===== config.mk =====
export PLATFORM = sky130hd
export DESIGN_NAME = isru_top
export DESIGN_NICKNAME = d
export VERILOG_FILES = /design/src/verilog/isru_pkg.sv /design/src/verilog/isru_top.sv
export VERILOG_INCLUDE_DIRS = /design/src /design/src/verilog
export SDC_FILE = /design/constraint.sdc
export NUM_CORES = 1
export LEC_CHECK = 0
export BUFFER_PORTS_ARGS = -buffer_cell sky130_fd_sc_hd__buf_2
export CAP_MARGIN = 15
export CORE_ASPECT_RATIO = 1.1
export CORE_MARGIN = 2
export CORE_UTILIZATION = 50
export DETAILED_ROUTE_END_ITERATION = 12
export PLACE_DENSITY = 0.78
export SETUP_SLACK_MARGIN = 0.15
export SLEW_MARGIN = 40
export SYNTH_ARGS = -nofsm -noshare
export SYNTH_HDL_FRONTEND = slang
export SYNTH_SLANG_ARGS = --single-unit
export TNS_END_PERCENT = 5

===== constraint.sdc =====
create_clock -name SYS_CLK_I -period 5.55 [get_ports SYS_CLK_I]
set_input_delay 1.11 -clock SYS_CLK_I [delete_from_list [all_inputs] [get_ports SYS_CLK_I]]
set_output_delay 1.11 -clock SYS_CLK_I [all_outputs]
set_load 0.01 [all_outputs]

===== src/verilog/isru_consts.svh =====
// Constants of the interrupt, stack and reset unit
`ifndef ISRU_CONSTS_SVH
`define ISRU_CONSTS_SVH
// ----------------------------------------
// Register map
// ----------------------------------------
`define ISRU_EXT_EN_OFS   8'h08
`define ISRU_EXT_EN_RST   8'h00
// ----------------------------------------
// Stack pointer
// ----------------------------------------
`define ISRU_SP_HI_FIXED  9'h003
`define ISRU_SP_LO_RST    8'hFF
`define ISRU_SP_LO_BITS   7
`define ISRU_FRAME_LAST   3'h4
// ----------------------------------------
// Vectors and sources
// ----------------------------------------
`define ISRU_VEC_TOP      16'hFFFE
`define ISRU_SRC_TRAP     4'h1
`define ISRU_SRC_USBES    4'h3
`define ISRU_SRC_EXT      4'h4
`define ISRU_NUM_SRC      9
// Rising-edge lines 1,2,5,6 on bits 0,1,4,5
`define ISRU_EXT_RISE     8'h33
// ----------------------------------------
// Clocking and reset timing
// ----------------------------------------
`define ISRU_CORE_DIV     2'h2
`define ISRU_USB_DIV24    2'h3
`define ISRU_USB_DIV12    2'h1
`define ISRU_RST_CYCLES   4096
`endif


===== src/verilog/isru_pkg.sv =====
// Types of the interrupt, stack and reset unit
package isru_pkg;
   // Sequencer states, one-hot
   typedef enum logic [7:0] {
      ST_IDLE  = 8'h01,
      ST_HOLD  = 8'h02,
      ST_VEC_H = 8'h04,
      ST_VEC_L = 8'h08,
      ST_PUSH  = 8'h10,
      ST_POP   = 8'h20,
      ST_WAIT  = 8'h40,
      ST_HALT  = 8'h80
   } isru_state_e;
   // Context byte on the stack port
   typedef enum logic [2:0] {
      CTX_PCL = 3'h0,
      CTX_PCH = 3'h1,
      CTX_X   = 3'h2,
      CTX_A   = 3'h3,
      CTX_CC  = 3'h4
   } isru_ctx_e;
   // Stack access to the sequencer
   typedef struct packed {
      logic        we;
      logic        re;
      logic [15:0] addr;
      isru_ctx_e   sel;
   } isru_stk_s;
   // Vector byte fetch
   typedef struct packed {
      logic        rd;
      logic        hi;
      logic [15:0] addr;
   } isru_vec_s;
   typedef logic [3:0] isru_idx_t;
endpackage


===== src/verilog/isru_top.sv =====
// Interrupt, stack pointer, reset and clock enable unit of the core
// How it works
// - Pointer names next free byte, post-decrement push
// - Upper nine pointer bits fixed in hardware
// - Reset or stack-reset sets low byte ones
// - Pointer wraps silently both ways
// - Low program counter byte pushed first
// - Call two bytes, interrupt five bytes
// - Reset fetches vector from topmost pair
// - Hold core 4096 core cycles after oscillator
// - Three reset sources; internal ones drive pin
// - Core rate oscillator/3, slow halves again
// - Option picks USB divider for 6 MHz
// - Entry pushes context, masks, loads vector
// - Return pops context, mask left clear
// - Masked requests stay latched until unmasked
// - Fixed priority among pending requests
// - Flash, trap, end-suspend vector pairs
// - Trap enters whatever the mask
// - Wait ends on any; halt on few
// - Edge lines with enable and clear mask
// - Peripheral flag needs enable and clear mask
// - Latch cleared by zero write or sequence
// - Entering halt clears the mask
`timescale 1ns/1ps
`include "isru_consts.svh"
module isru_top
   import isru_pkg::*;
#(
   parameter int RST_CYCLES = `ISRU_RST_CYCLES
)(
   input  wire logic       SYS_CLK_I,
   input  wire logic       RST_N_I,
   input  wire logic       RESET_PIN_N_I,
   output logic            RESET_PIN_O,
   output logic            RESET_PIN_OE_O,
   input  wire logic       LOW_VOLTAGE_RESET_I,
   input  wire logic       WDG_RESET_I,
   input  wire logic       OSC_ACTIVE_I,
   input  wire logic       SLOW_CLOCK_SELECT_I,
   input  wire logic       OSC_FREQ_OPTION_I,
   output logic            CORE_CLK_EN_O,
   output logic            USB_CLK_EN_O,
   input  wire logic       INSTR_END_I,
   input  wire logic       PUSH_I,
   input  wire logic       POP_I,
   input  wire logic       STACK_RESET_INSTR_I,
   input  wire logic       SP_WR_I,
   input  wire logic [7:0] SP_WDATA_I,
   input  wire logic       SET_MASK_I,
   input  wire logic       CLR_MASK_I,
   input  wire logic       TRAP_I,
   input  wire logic       RETURN_FROM_HANDLER_I,
   input  wire logic       WAIT_I,
   input  wire logic       HALT_I,
   input  wire logic       FLASH_REQ_I,
   input  wire logic       USB_ESUSP_I,
   input  wire logic [7:0] EXT_INT_LINE_I,
   input  wire logic [2:0] PERIPH_SET_I,
   input  wire logic [2:0] PERIPH_EN_I,
   input  wire logic [2:0] PERIPH_WR0_I,
   input  wire logic [2:0] PERIPH_SR_ACC_I,
   input  wire logic [2:0] PERIPH_ASSOC_ACC_I,
   output logic [2:0]      PERIPH_PEND_O,
   input  wire logic       REG_WR_I,
   input  wire logic [7:0] REG_ADDR_I,
   input  wire logic [7:0] REG_WDATA_I,
   output logic [7:0]      REG_RDATA_O,
   output logic [15:0]     STACK_PTR_O,
   output logic            MASK_O,
   output logic            CORE_RUN_O,
   output isru_stk_s       STK_O,
   output isru_vec_s       VEC_O
);
   // ----------------------------------------
   // Functions
   // ----------------------------------------
   // Vector pair base, source n at top minus 2n
   function automatic logic [15:0] vec_base(input isru_idx_t n);
      vec_base = `ISRU_VEC_TOP - {11'h000, n, 1'b0};
   endfunction
   // Lowest index wins
   function automatic isru_idx_t pick(input logic [8:0] r);
      pick = 4'h0;
      for (int i = `ISRU_NUM_SRC - 1; i > 0; i--)
         if (r[i])
            pick = 4'(i);
   endfunction
   // Low seven bits move, upper bits forced
   function automatic logic [15:0] sp_make(input logic [6:0] lo);
      sp_make = {`ISRU_SP_HI_FIXED, lo};
   endfunction
   // ----------------------------------------
   // Declarations
   // ----------------------------------------
   isru_state_e state;            // Sequencer state
   logic [15:0] stack_pointer;    // Stack pointer
   logic [2:0]  cnt;              // Context byte count
   isru_idx_t   cur_idx;          // Source being entered
   logic        mask;             // Global mask bit
   logic        wake_int;         // Halt left by interrupt
   logic [12:0] hold_cnt;         // Start-up delay count
   logic [1:0]  div3;             // Divide by three
   logic        half;             // Slow mode halver
   logic [1:0]  usb_div;          // USB divider
   logic        ce;               // Core clock enable
   logic [1:0]  pin_sy;           // Reset pin sync
   logic [1:0]  lvd_sy;           // Low voltage sync
   logic [7:0]  ext_s1;           // Line sync stage one
   logic [7:0]  ext_s2;           // Line sync stage two
   logic [7:0]  ext_d;            // Line previous value
   logic [7:0]  ext_en;           // Line enable register
   logic        ext_pend;         // External latch
   logic        trap_pend;        // Trap latch
   logic        flash_pend;       // Flash latch
   logic        usbes_pend;       // End-suspend latch
   logic [2:0]  per_pend;         // Peripheral latches
   logic [2:0]  per_arm;          // Status seen while set
   logic [8:0]  req;              // Requests by index
   logic [8:0]  masked;           // Requests after mask
   logic        int_rst;          // Internal reset request
   logic        any_req;          // Something pending
   logic        halt_wake;        // Halt exit source
   isru_idx_t   win;              // Arbitration winner
   logic [7:0]  ext_edge;         // Active edges seen
   logic        take;             // Start an entry
   // ----------------------------------------
   // Clock enables
   // ----------------------------------------
   // Core enable every third clock, every sixth in slow mode
   // divide three, slow halves
   always_ff @(posedge SYS_CLK_I)
   begin
      if (!RST_N_I)
      begin
         div3 <= 2'h0;
         half <= 1'b0;
      end
      else if (div3 == `ISRU_CORE_DIV)
      begin
         div3 <= 2'h0;
         half <= ~half;
      end
      else
         div3 <= div3 + 2'h1;
   end
   assign ce = (div3 == `ISRU_CORE_DIV) & (~SLOW_CLOCK_SELECT_I | half);
   assign CORE_CLK_EN_O = ce;
   always_ff @(posedge SYS_CLK_I)
   begin
      if (!RST_N_I)
         usb_div <= 2'h0;
      else if (usb_div >= (OSC_FREQ_OPTION_I ? `ISRU_USB_DIV24 : `ISRU_USB_DIV12))
         usb_div <= 2'h0;
      else
         usb_div <= usb_div + 2'h1;
   end
   assign USB_CLK_EN_O = (usb_div == (OSC_FREQ_OPTION_I ? `ISRU_USB_DIV24 : `ISRU_USB_DIV12));
   // ----------------------------------------
   // Reset sources
   // ----------------------------------------
   // Pins pass two flops before any use
   always_ff @(posedge SYS_CLK_I)
   begin
      if (!RST_N_I)
      begin
         pin_sy <= 2'h3;
         lvd_sy <= 2'h0;
         ext_s1 <= 8'h00;
         ext_s2 <= 8'h00;
         ext_d  <= 8'h00;
      end
      else
      begin
         pin_sy <= {pin_sy[0], RESET_PIN_N_I};
         lvd_sy <= {lvd_sy[0], LOW_VOLTAGE_RESET_I};
         ext_s1 <= EXT_INT_LINE_I;
         ext_s2 <= ext_s1;
         ext_d  <= ext_s2;
      end
   end
   // short pulse still sampled every clock
   assign int_rst = lvd_sy[1] | WDG_RESET_I | ~pin_sy[1];
   // internal sources pull the pin low
   always_ff @(posedge SYS_CLK_I)
   begin
      if (!RST_N_I)
         RESET_PIN_OE_O <= 1'b0;
      else
         RESET_PIN_OE_O <= lvd_sy[1] | WDG_RESET_I;
   end
   assign RESET_PIN_O = 1'b0;
   // ----------------------------------------
   // Register port and edge lines
   // ----------------------------------------
   // Enable register, read back on every clock
   always_ff @(posedge SYS_CLK_I)
   begin
      if (!RST_N_I)
      begin
         ext_en      <= `ISRU_EXT_EN_RST;
         REG_RDATA_O <= 8'h00;
      end
      else
      begin
         if (REG_WR_I && REG_ADDR_I == `ISRU_EXT_EN_OFS)
            ext_en <= REG_WDATA_I;
         REG_RDATA_O <= (REG_ADDR_I == `ISRU_EXT_EN_OFS) ? ext_en : 8'h00;
      end
   end
   // rising or falling edge per line
   assign ext_edge = ((ext_s2 & ~ext_d & `ISRU_EXT_RISE) |
                      (~ext_s2 & ext_d & ~`ISRU_EXT_RISE)) & ext_en;
   // ----------------------------------------
   // Request latches
   // ----------------------------------------
   // Set beats clear; entry clears its own latch
   always_ff @(posedge SYS_CLK_I)
   begin
      if (!RST_N_I || int_rst)
      begin
         ext_pend   <= 1'b0;
         trap_pend  <= 1'b0;
         flash_pend <= 1'b0;
         usbes_pend <= 1'b0;
      end
      else
      begin
         ext_pend   <= (|ext_edge) | (ext_pend & ~(take && win == `ISRU_SRC_EXT));
         trap_pend  <= TRAP_I | (trap_pend & ~(take && win == `ISRU_SRC_TRAP));
         flash_pend <= FLASH_REQ_I | (flash_pend & ~(take && win == 4'h2));
         usbes_pend <= USB_ESUSP_I | (usbes_pend & ~(take && win == `ISRU_SRC_USBES));
      end
   end
   // zero write or status then associated access
   always_ff @(posedge SYS_CLK_I)
   begin
      if (!RST_N_I || int_rst)
      begin
         per_pend <= 3'h0;
         per_arm  <= 3'h0;
      end
      else
      begin
         per_pend <= PERIPH_SET_I |
                     (per_pend & ~PERIPH_WR0_I & ~(per_arm & PERIPH_ASSOC_ACC_I));
         per_arm  <= ~PERIPH_SET_I & (per_arm | (PERIPH_SR_ACC_I & per_pend)) &
                     ~PERIPH_WR0_I & ~PERIPH_ASSOC_ACC_I;
      end
   end
   assign PERIPH_PEND_O = per_pend;
   // ----------------------------------------
   // Arbitration
   // ----------------------------------------
   // peripheral needs its enable
   assign req = {per_pend[2] & PERIPH_EN_I[2], per_pend[1] & PERIPH_EN_I[1], 1'b0,
                 per_pend[0] & PERIPH_EN_I[0], ext_pend, usbes_pend, flash_pend,
                 trap_pend, 1'b0};
   assign masked  = mask ? {7'h00, req[1], 1'b0} : req;
   assign win     = pick(masked);
   assign any_req = |masked;
   assign halt_wake = ext_pend | usbes_pend;
   assign take    = ce && any_req && ((state == ST_IDLE && INSTR_END_I) ||
                    state == ST_WAIT || (state == ST_HOLD && wake_int &&
                    hold_cnt == 13'(RST_CYCLES - 1) && OSC_ACTIVE_I));
   // ----------------------------------------
   // Sequencer
   // ----------------------------------------
   // Hold, vector fetch, push, pop and sleep
   always_ff @(posedge SYS_CLK_I)
   begin
      if (!RST_N_I || int_rst)
      begin
         state    <= ST_HOLD;
         cnt      <= 3'h0;
         cur_idx  <= 4'h0;
         hold_cnt <= 13'h0000;
         wake_int <= 1'b0;
      end
      else if (take)
      begin
         state    <= ST_PUSH;
         cnt      <= 3'h0;
         cur_idx  <= win;
         // Restart the count so a later halt waits out the full delay
         hold_cnt <= 13'h0000;
         wake_int <= 1'b0;
      end
      else if (ce)
      begin
         case (state)
            ST_IDLE:
            begin
               if (RETURN_FROM_HANDLER_I)
                  state <= ST_POP;
               else if (HALT_I)
                  state <= ST_HALT;
               else if (WAIT_I)
                  state <= ST_WAIT;
               cnt <= 3'h0;
            end
            // count core cycles once oscillator runs
            ST_HOLD:
            begin
               if (OSC_ACTIVE_I && hold_cnt == 13'(RST_CYCLES - 1))
               begin
                  hold_cnt <= 13'h0000;
                  state    <= wake_int ? ST_IDLE : ST_VEC_H;
                  wake_int <= 1'b0;
               end
               else if (OSC_ACTIVE_I)
                  hold_cnt <= hold_cnt + 13'h0001;
            end
            ST_PUSH:
            begin
               if (cnt == `ISRU_FRAME_LAST)
                  state <= ST_VEC_H;
               cnt <= cnt + 3'h1;
            end
            ST_POP:
            begin
               if (cnt == `ISRU_FRAME_LAST)
                  state <= ST_IDLE;
               cnt <= cnt + 3'h1;
            end
            // high byte first at even address
            ST_VEC_H: state <= ST_VEC_L;
            ST_VEC_L: state <= ST_IDLE;
            ST_WAIT:  state <= ST_WAIT;
            ST_HALT:
            begin
               if (halt_wake)
               begin
                  state    <= ST_HOLD;
                  wake_int <= 1'b1;
               end
            end
            default:  state <= ST_HOLD;
         endcase
      end
   end
   // ----------------------------------------
   // Global mask
   // ----------------------------------------
   // Set by reset and entry, cleared by return and sleep
   always_ff @(posedge SYS_CLK_I)
   begin
      if (!RST_N_I || int_rst)
         mask <= 1'b1;
      else if (ce && state == ST_VEC_H)
         mask <= 1'b1;
      else if (ce && state == ST_POP && cnt == `ISRU_FRAME_LAST)
         mask <= 1'b0;
      // halt and wait clear the mask
      else if (state == ST_HALT || state == ST_WAIT)
         mask <= 1'b0;
      else if (SET_MASK_I)
         mask <= 1'b1;
      else if (CLR_MASK_I)
         mask <= 1'b0;
   end
   assign MASK_O = mask;
   // ----------------------------------------
   // Stack pointer
   // ----------------------------------------
   // Only low seven bits count, so wrap is free
   always_ff @(posedge SYS_CLK_I)
   begin
      if (!RST_N_I || int_rst || STACK_RESET_INSTR_I)
         stack_pointer <= sp_make(7'(`ISRU_SP_LO_RST));
      else if ((ce && state == ST_PUSH) || (state == ST_IDLE && PUSH_I))
         stack_pointer <= sp_make(stack_pointer[6:0] - 7'h01);
      else if ((ce && state == ST_POP) || (state == ST_IDLE && POP_I))
         stack_pointer <= sp_make(stack_pointer[6:0] + 7'h01);
      // loaded low byte keeps forced bits
      else if (SP_WR_I)
         stack_pointer <= sp_make(SP_WDATA_I[6:0]);
   end
   assign STACK_PTR_O = stack_pointer;
   // ----------------------------------------
   // Sequencer outputs
   // ----------------------------------------
   // PROGRAM_COUNTER_LOW first, lower addresses follow
   assign STK_O.we   = ce && state == ST_PUSH;
   assign STK_O.re   = ce && state == ST_POP;
   assign STK_O.addr = (state == ST_POP) ? sp_make(stack_pointer[6:0] + 7'h01)
                                         : stack_pointer;
   assign STK_O.sel  = (state == ST_POP) ? isru_ctx_e'(`ISRU_FRAME_LAST - cnt)
                                         : isru_ctx_e'(cnt);
   assign VEC_O.rd   = ce && (state == ST_VEC_H || state == ST_VEC_L);
   assign VEC_O.hi   = state == ST_VEC_H;
   assign VEC_O.addr = vec_base(cur_idx) | {15'h0000, state == ST_VEC_L};
   assign CORE_RUN_O = ~(state == ST_HOLD || state == ST_HALT || state == ST_WAIT);
endmodule // isru_top

==> impl_metrics.toml <==
[clocking]
cts_tree = "done"
cts_hold_buffers = 0
clockRootBuffer = "clkbuf_8"
cts_made_buffers = 9
clk_pin_slew_worst_paths_ns = 0.10
post_cts_buffers = 0
htree_levels = 3
clock_path_buffers = 2
cts.sinks = 97
cts.repair.resized = 0
clock_latency_ns = 0.36

[worst_setup_path]
crit_chain = "nor4_4 > nand2_1 > nor3b_2 > nand2_1 > xnor2_1 > buf_2"
slowest_stage = "nor3b_2"
critPathArrivalTime_ns = 2.30
path_max_fanout = 8
ff2ff_path_depth = 9
cp.required_ns = 4.44
crit_top_cell = "nand2_1"
rr_endpoint = "state[0]$_SDFFE_PP0P_"
cp_slowest_stage_delay_ns = 0.49
startpoint_type = "flop"
cp-end-kind = "primary output"
r2r_slack_ns = 2.70
path_class = "flop to primary output"
path_delay_family = "simple AND/OR/NAND/NOR gates"
path_buf_inv = 1
rr_startpoint = "div3[0]$_SDFF_PP0_"

[logic_synthesis]
syn_avg_cell_area_um2 = 8.626
synth_edf_count = 0
synth-warning-count = 0
ys_types = 59
yosys.area.top_type = "dfxtp_1"
synthTopCellsByArea = "dfxtp_1, buf_4, nor2_1"
syn_inst = 538
seq_area_frac_synth_pct = 41.84
synthFlopType = "dfxtp_1"
yosys_register_bits = 97
synth_area_mm2 = 0.004641
async_flop_share_pct = 0
synth_top_area_share_pct = 41.84

[drt]
drtPass1Iterations = 5
wire_per_inst_um = 13.09
routed_wl_mm = 9.883
detail-route-antenna-nets = 0
drt_iter0_drc = 182
drcViolationCount = 0
dr_total_vias = 3962
via_per_inst = 5.248

[power_and_ir_drop]
p_leak_nw = 2.304
peakVddDrop_mv = 0.1813
powerDensity_mw_per_mm2 = 239.6

[final_layout]
final_common_cell = "buf_2"
layout.cells.most_common_list = "buf_2, dfxtp_1, nor2_1"
fin_nets = 713
final_layout_size_suffix_gt1_share_pct = 21.68
area_growth_pct = 14.69
antenna_cells = 0
final_util_pct = 59.38

[floorplan]
initial_utilization_pct = 51.77
dieArea_mm2 = 0.01007
num_io_pins = 141
num_rows = 36
die_w_um = 95.86
die_h_um = 105.0
fp.coreArea_mm2 = 0.008964

[placement]
port_buffers = 109
place.gp.congestion = 0.8926
hpwl_mm = 7.325

[sta]
setup_violations = 0
fin_skew_ns = 0.008539
slew_headroom_pct = 48.06
tightest_slew_ns = 0.7769
setup_tns_ns = 0
finalHoldViolations = 0
fin_crit_sh_pct = 61.36
timing.fmax_ghz = 0.2936
rsz0062_at_grt = "no"
fin_crit_ns = 3.406
report.final.slew_viol_count = 0

[job]
drv_cap = 0

[worst_hold_path]
hold_start = "pin_sy[0]$_SDFF_PN1_"
holdCritPathClass = "flop to flop"
whs_endpoint = "pin_sy[1]$_SDFF_PN1_"
whs_path_depth = 1

[global_route]
overflow = 0
grt_max_degree = 51
antenna_found_initial = 0
track_usage_pct = 19.61
grt_pass1_vias = 3513
grt_pass1_wl_mm = 15.77

[status]
status = "complete, no violations"
[worst reg2reg max path, stage by stage, from the launching register on]
cell and delay [ns]:
dfxtp_1 0.32, inv_1 0.05, ha_1 0.19, nand2_1 0.32, inv_1 0.48, o21ai_0 0.22, nor4_2 0.63, buf_4 0.27
nor2_1 0.05, a311oi_1 0.24
[sequential cells by signal, summed over array words and instances (netlist names), 4 cells and up]
name,cells
hold_cnt,13
REG_RDATA_O,8
ext_d,8
ext_en,8
ext_s1,8
ext_s2,8
state,8
STACK_PTR_O,7
cur_idx,4
[through the flow]
step | instance area [µm²] | power, W | hold WS, ns | std cells | worst slack (ns)
floorplan | 4746 | 0.0008172 | 0.3863 | 566 | 2.622
global placement | 5117 | 0.0008402 | 0.3915 | 739 | 1.872
detailed placement | 5129 | 0.0008453 | 0.3987 | 739 | 1.988
CTS | 5323 | 0.001287 | 0.4225 | 755 | 2.108
global route | 5323 | 0.001334 | 0.4394 | 755 | 1.907
finish | 5323 | 0.001275 | 0.4192 | 755 | 2.144
[worst max-delay path by stage]
stage                          startpoint               endpoint  slack (ns)  depth (start not counted)
global placement      SLOW_CLOCK_SELECT_I  state[2]$_SDFFE_PP0P_        1.87                          9
CTS                 state[1]$_SDFFE_PP1P_               STK_O[7]        2.11                          6
detailed placement    SLOW_CLOCK_SELECT_I  state[0]$_SDFFE_PP0P_        1.99                          9
finish              state[1]$_SDFFE_PP1P_               STK_O[5]        2.14                          6
floorplan           state[2]$_SDFFE_PP0P_               STK_O[6]        2.62                          6
global route        state[1]$_SDFFE_PP1P_               STK_O[5]        1.91                          6
[cell families after synthesis]
group	after synthesis	share of synthesized area, %
AOI/OAI and AO/OA	75	11.05
xor gates and xnor gates	22	4.152
adders and majority gates	8	2.157
buffers and inverters	72	8.681
DFF	97	41.84
muxes	14	3.020
other	2	0.1618
and+or+nand+nor	248	28.93
[cell usage after synthesis, types with 4 or more instances]
master / n
dfxtp_1: 97
nor3_1: 14
nor2_1: 61
inv_1: 21
clkbuf_1: 13
nand3_1: 18
xnor2_1: 11
nor4_1: 6
xor2_1: 11
nor2b_1: 10
a31oi_1: 4
mux2i_1: 14
nand2b_1: 12
o211ai_1: 4
nand3b_1: 9
ha_1: 8
or4_1: 5
buf_4: 32
nor3b_1: 4
a21oi_1: 25
and3_1: 13
nand4_1: 10
o21ai_0: 15
and2_1: 30
nand2_1: 42
[where the power goes]
group | leakage [nW] | internal, W | switching, W
Clock | 0.0973 | 0.000186 | 0.000260
Combinational | 1.42 | 0.0000451 | 0.0000610
Sequential | 0.789 | 0.000713 | 0.00000985
Total | 2.30 | 0.000944 | 0.000331
[layer usage]
metal	share of wire [%]	track usage (%)	wire (µm)	up-vias
met4	1.9	7.959	190	0
met5	0	0	0	-
met2	49	33.12	4837	113
met1	44	23.68	4356	1831
li1	-	-	-	2003
met3	5.0	4.398	499	15
[layout make-up]
cell class	count	area [µm²]
well taps	114	142.6
clock buffers	10	137.6
inverters	21	78.83
repair buffers	110	553.0
flip-flops and latches	97	1942
clock inverters	6	56.30
multi-input cells	397	2412
fillers	827	3641
Power figures use the tool's default switching activity.
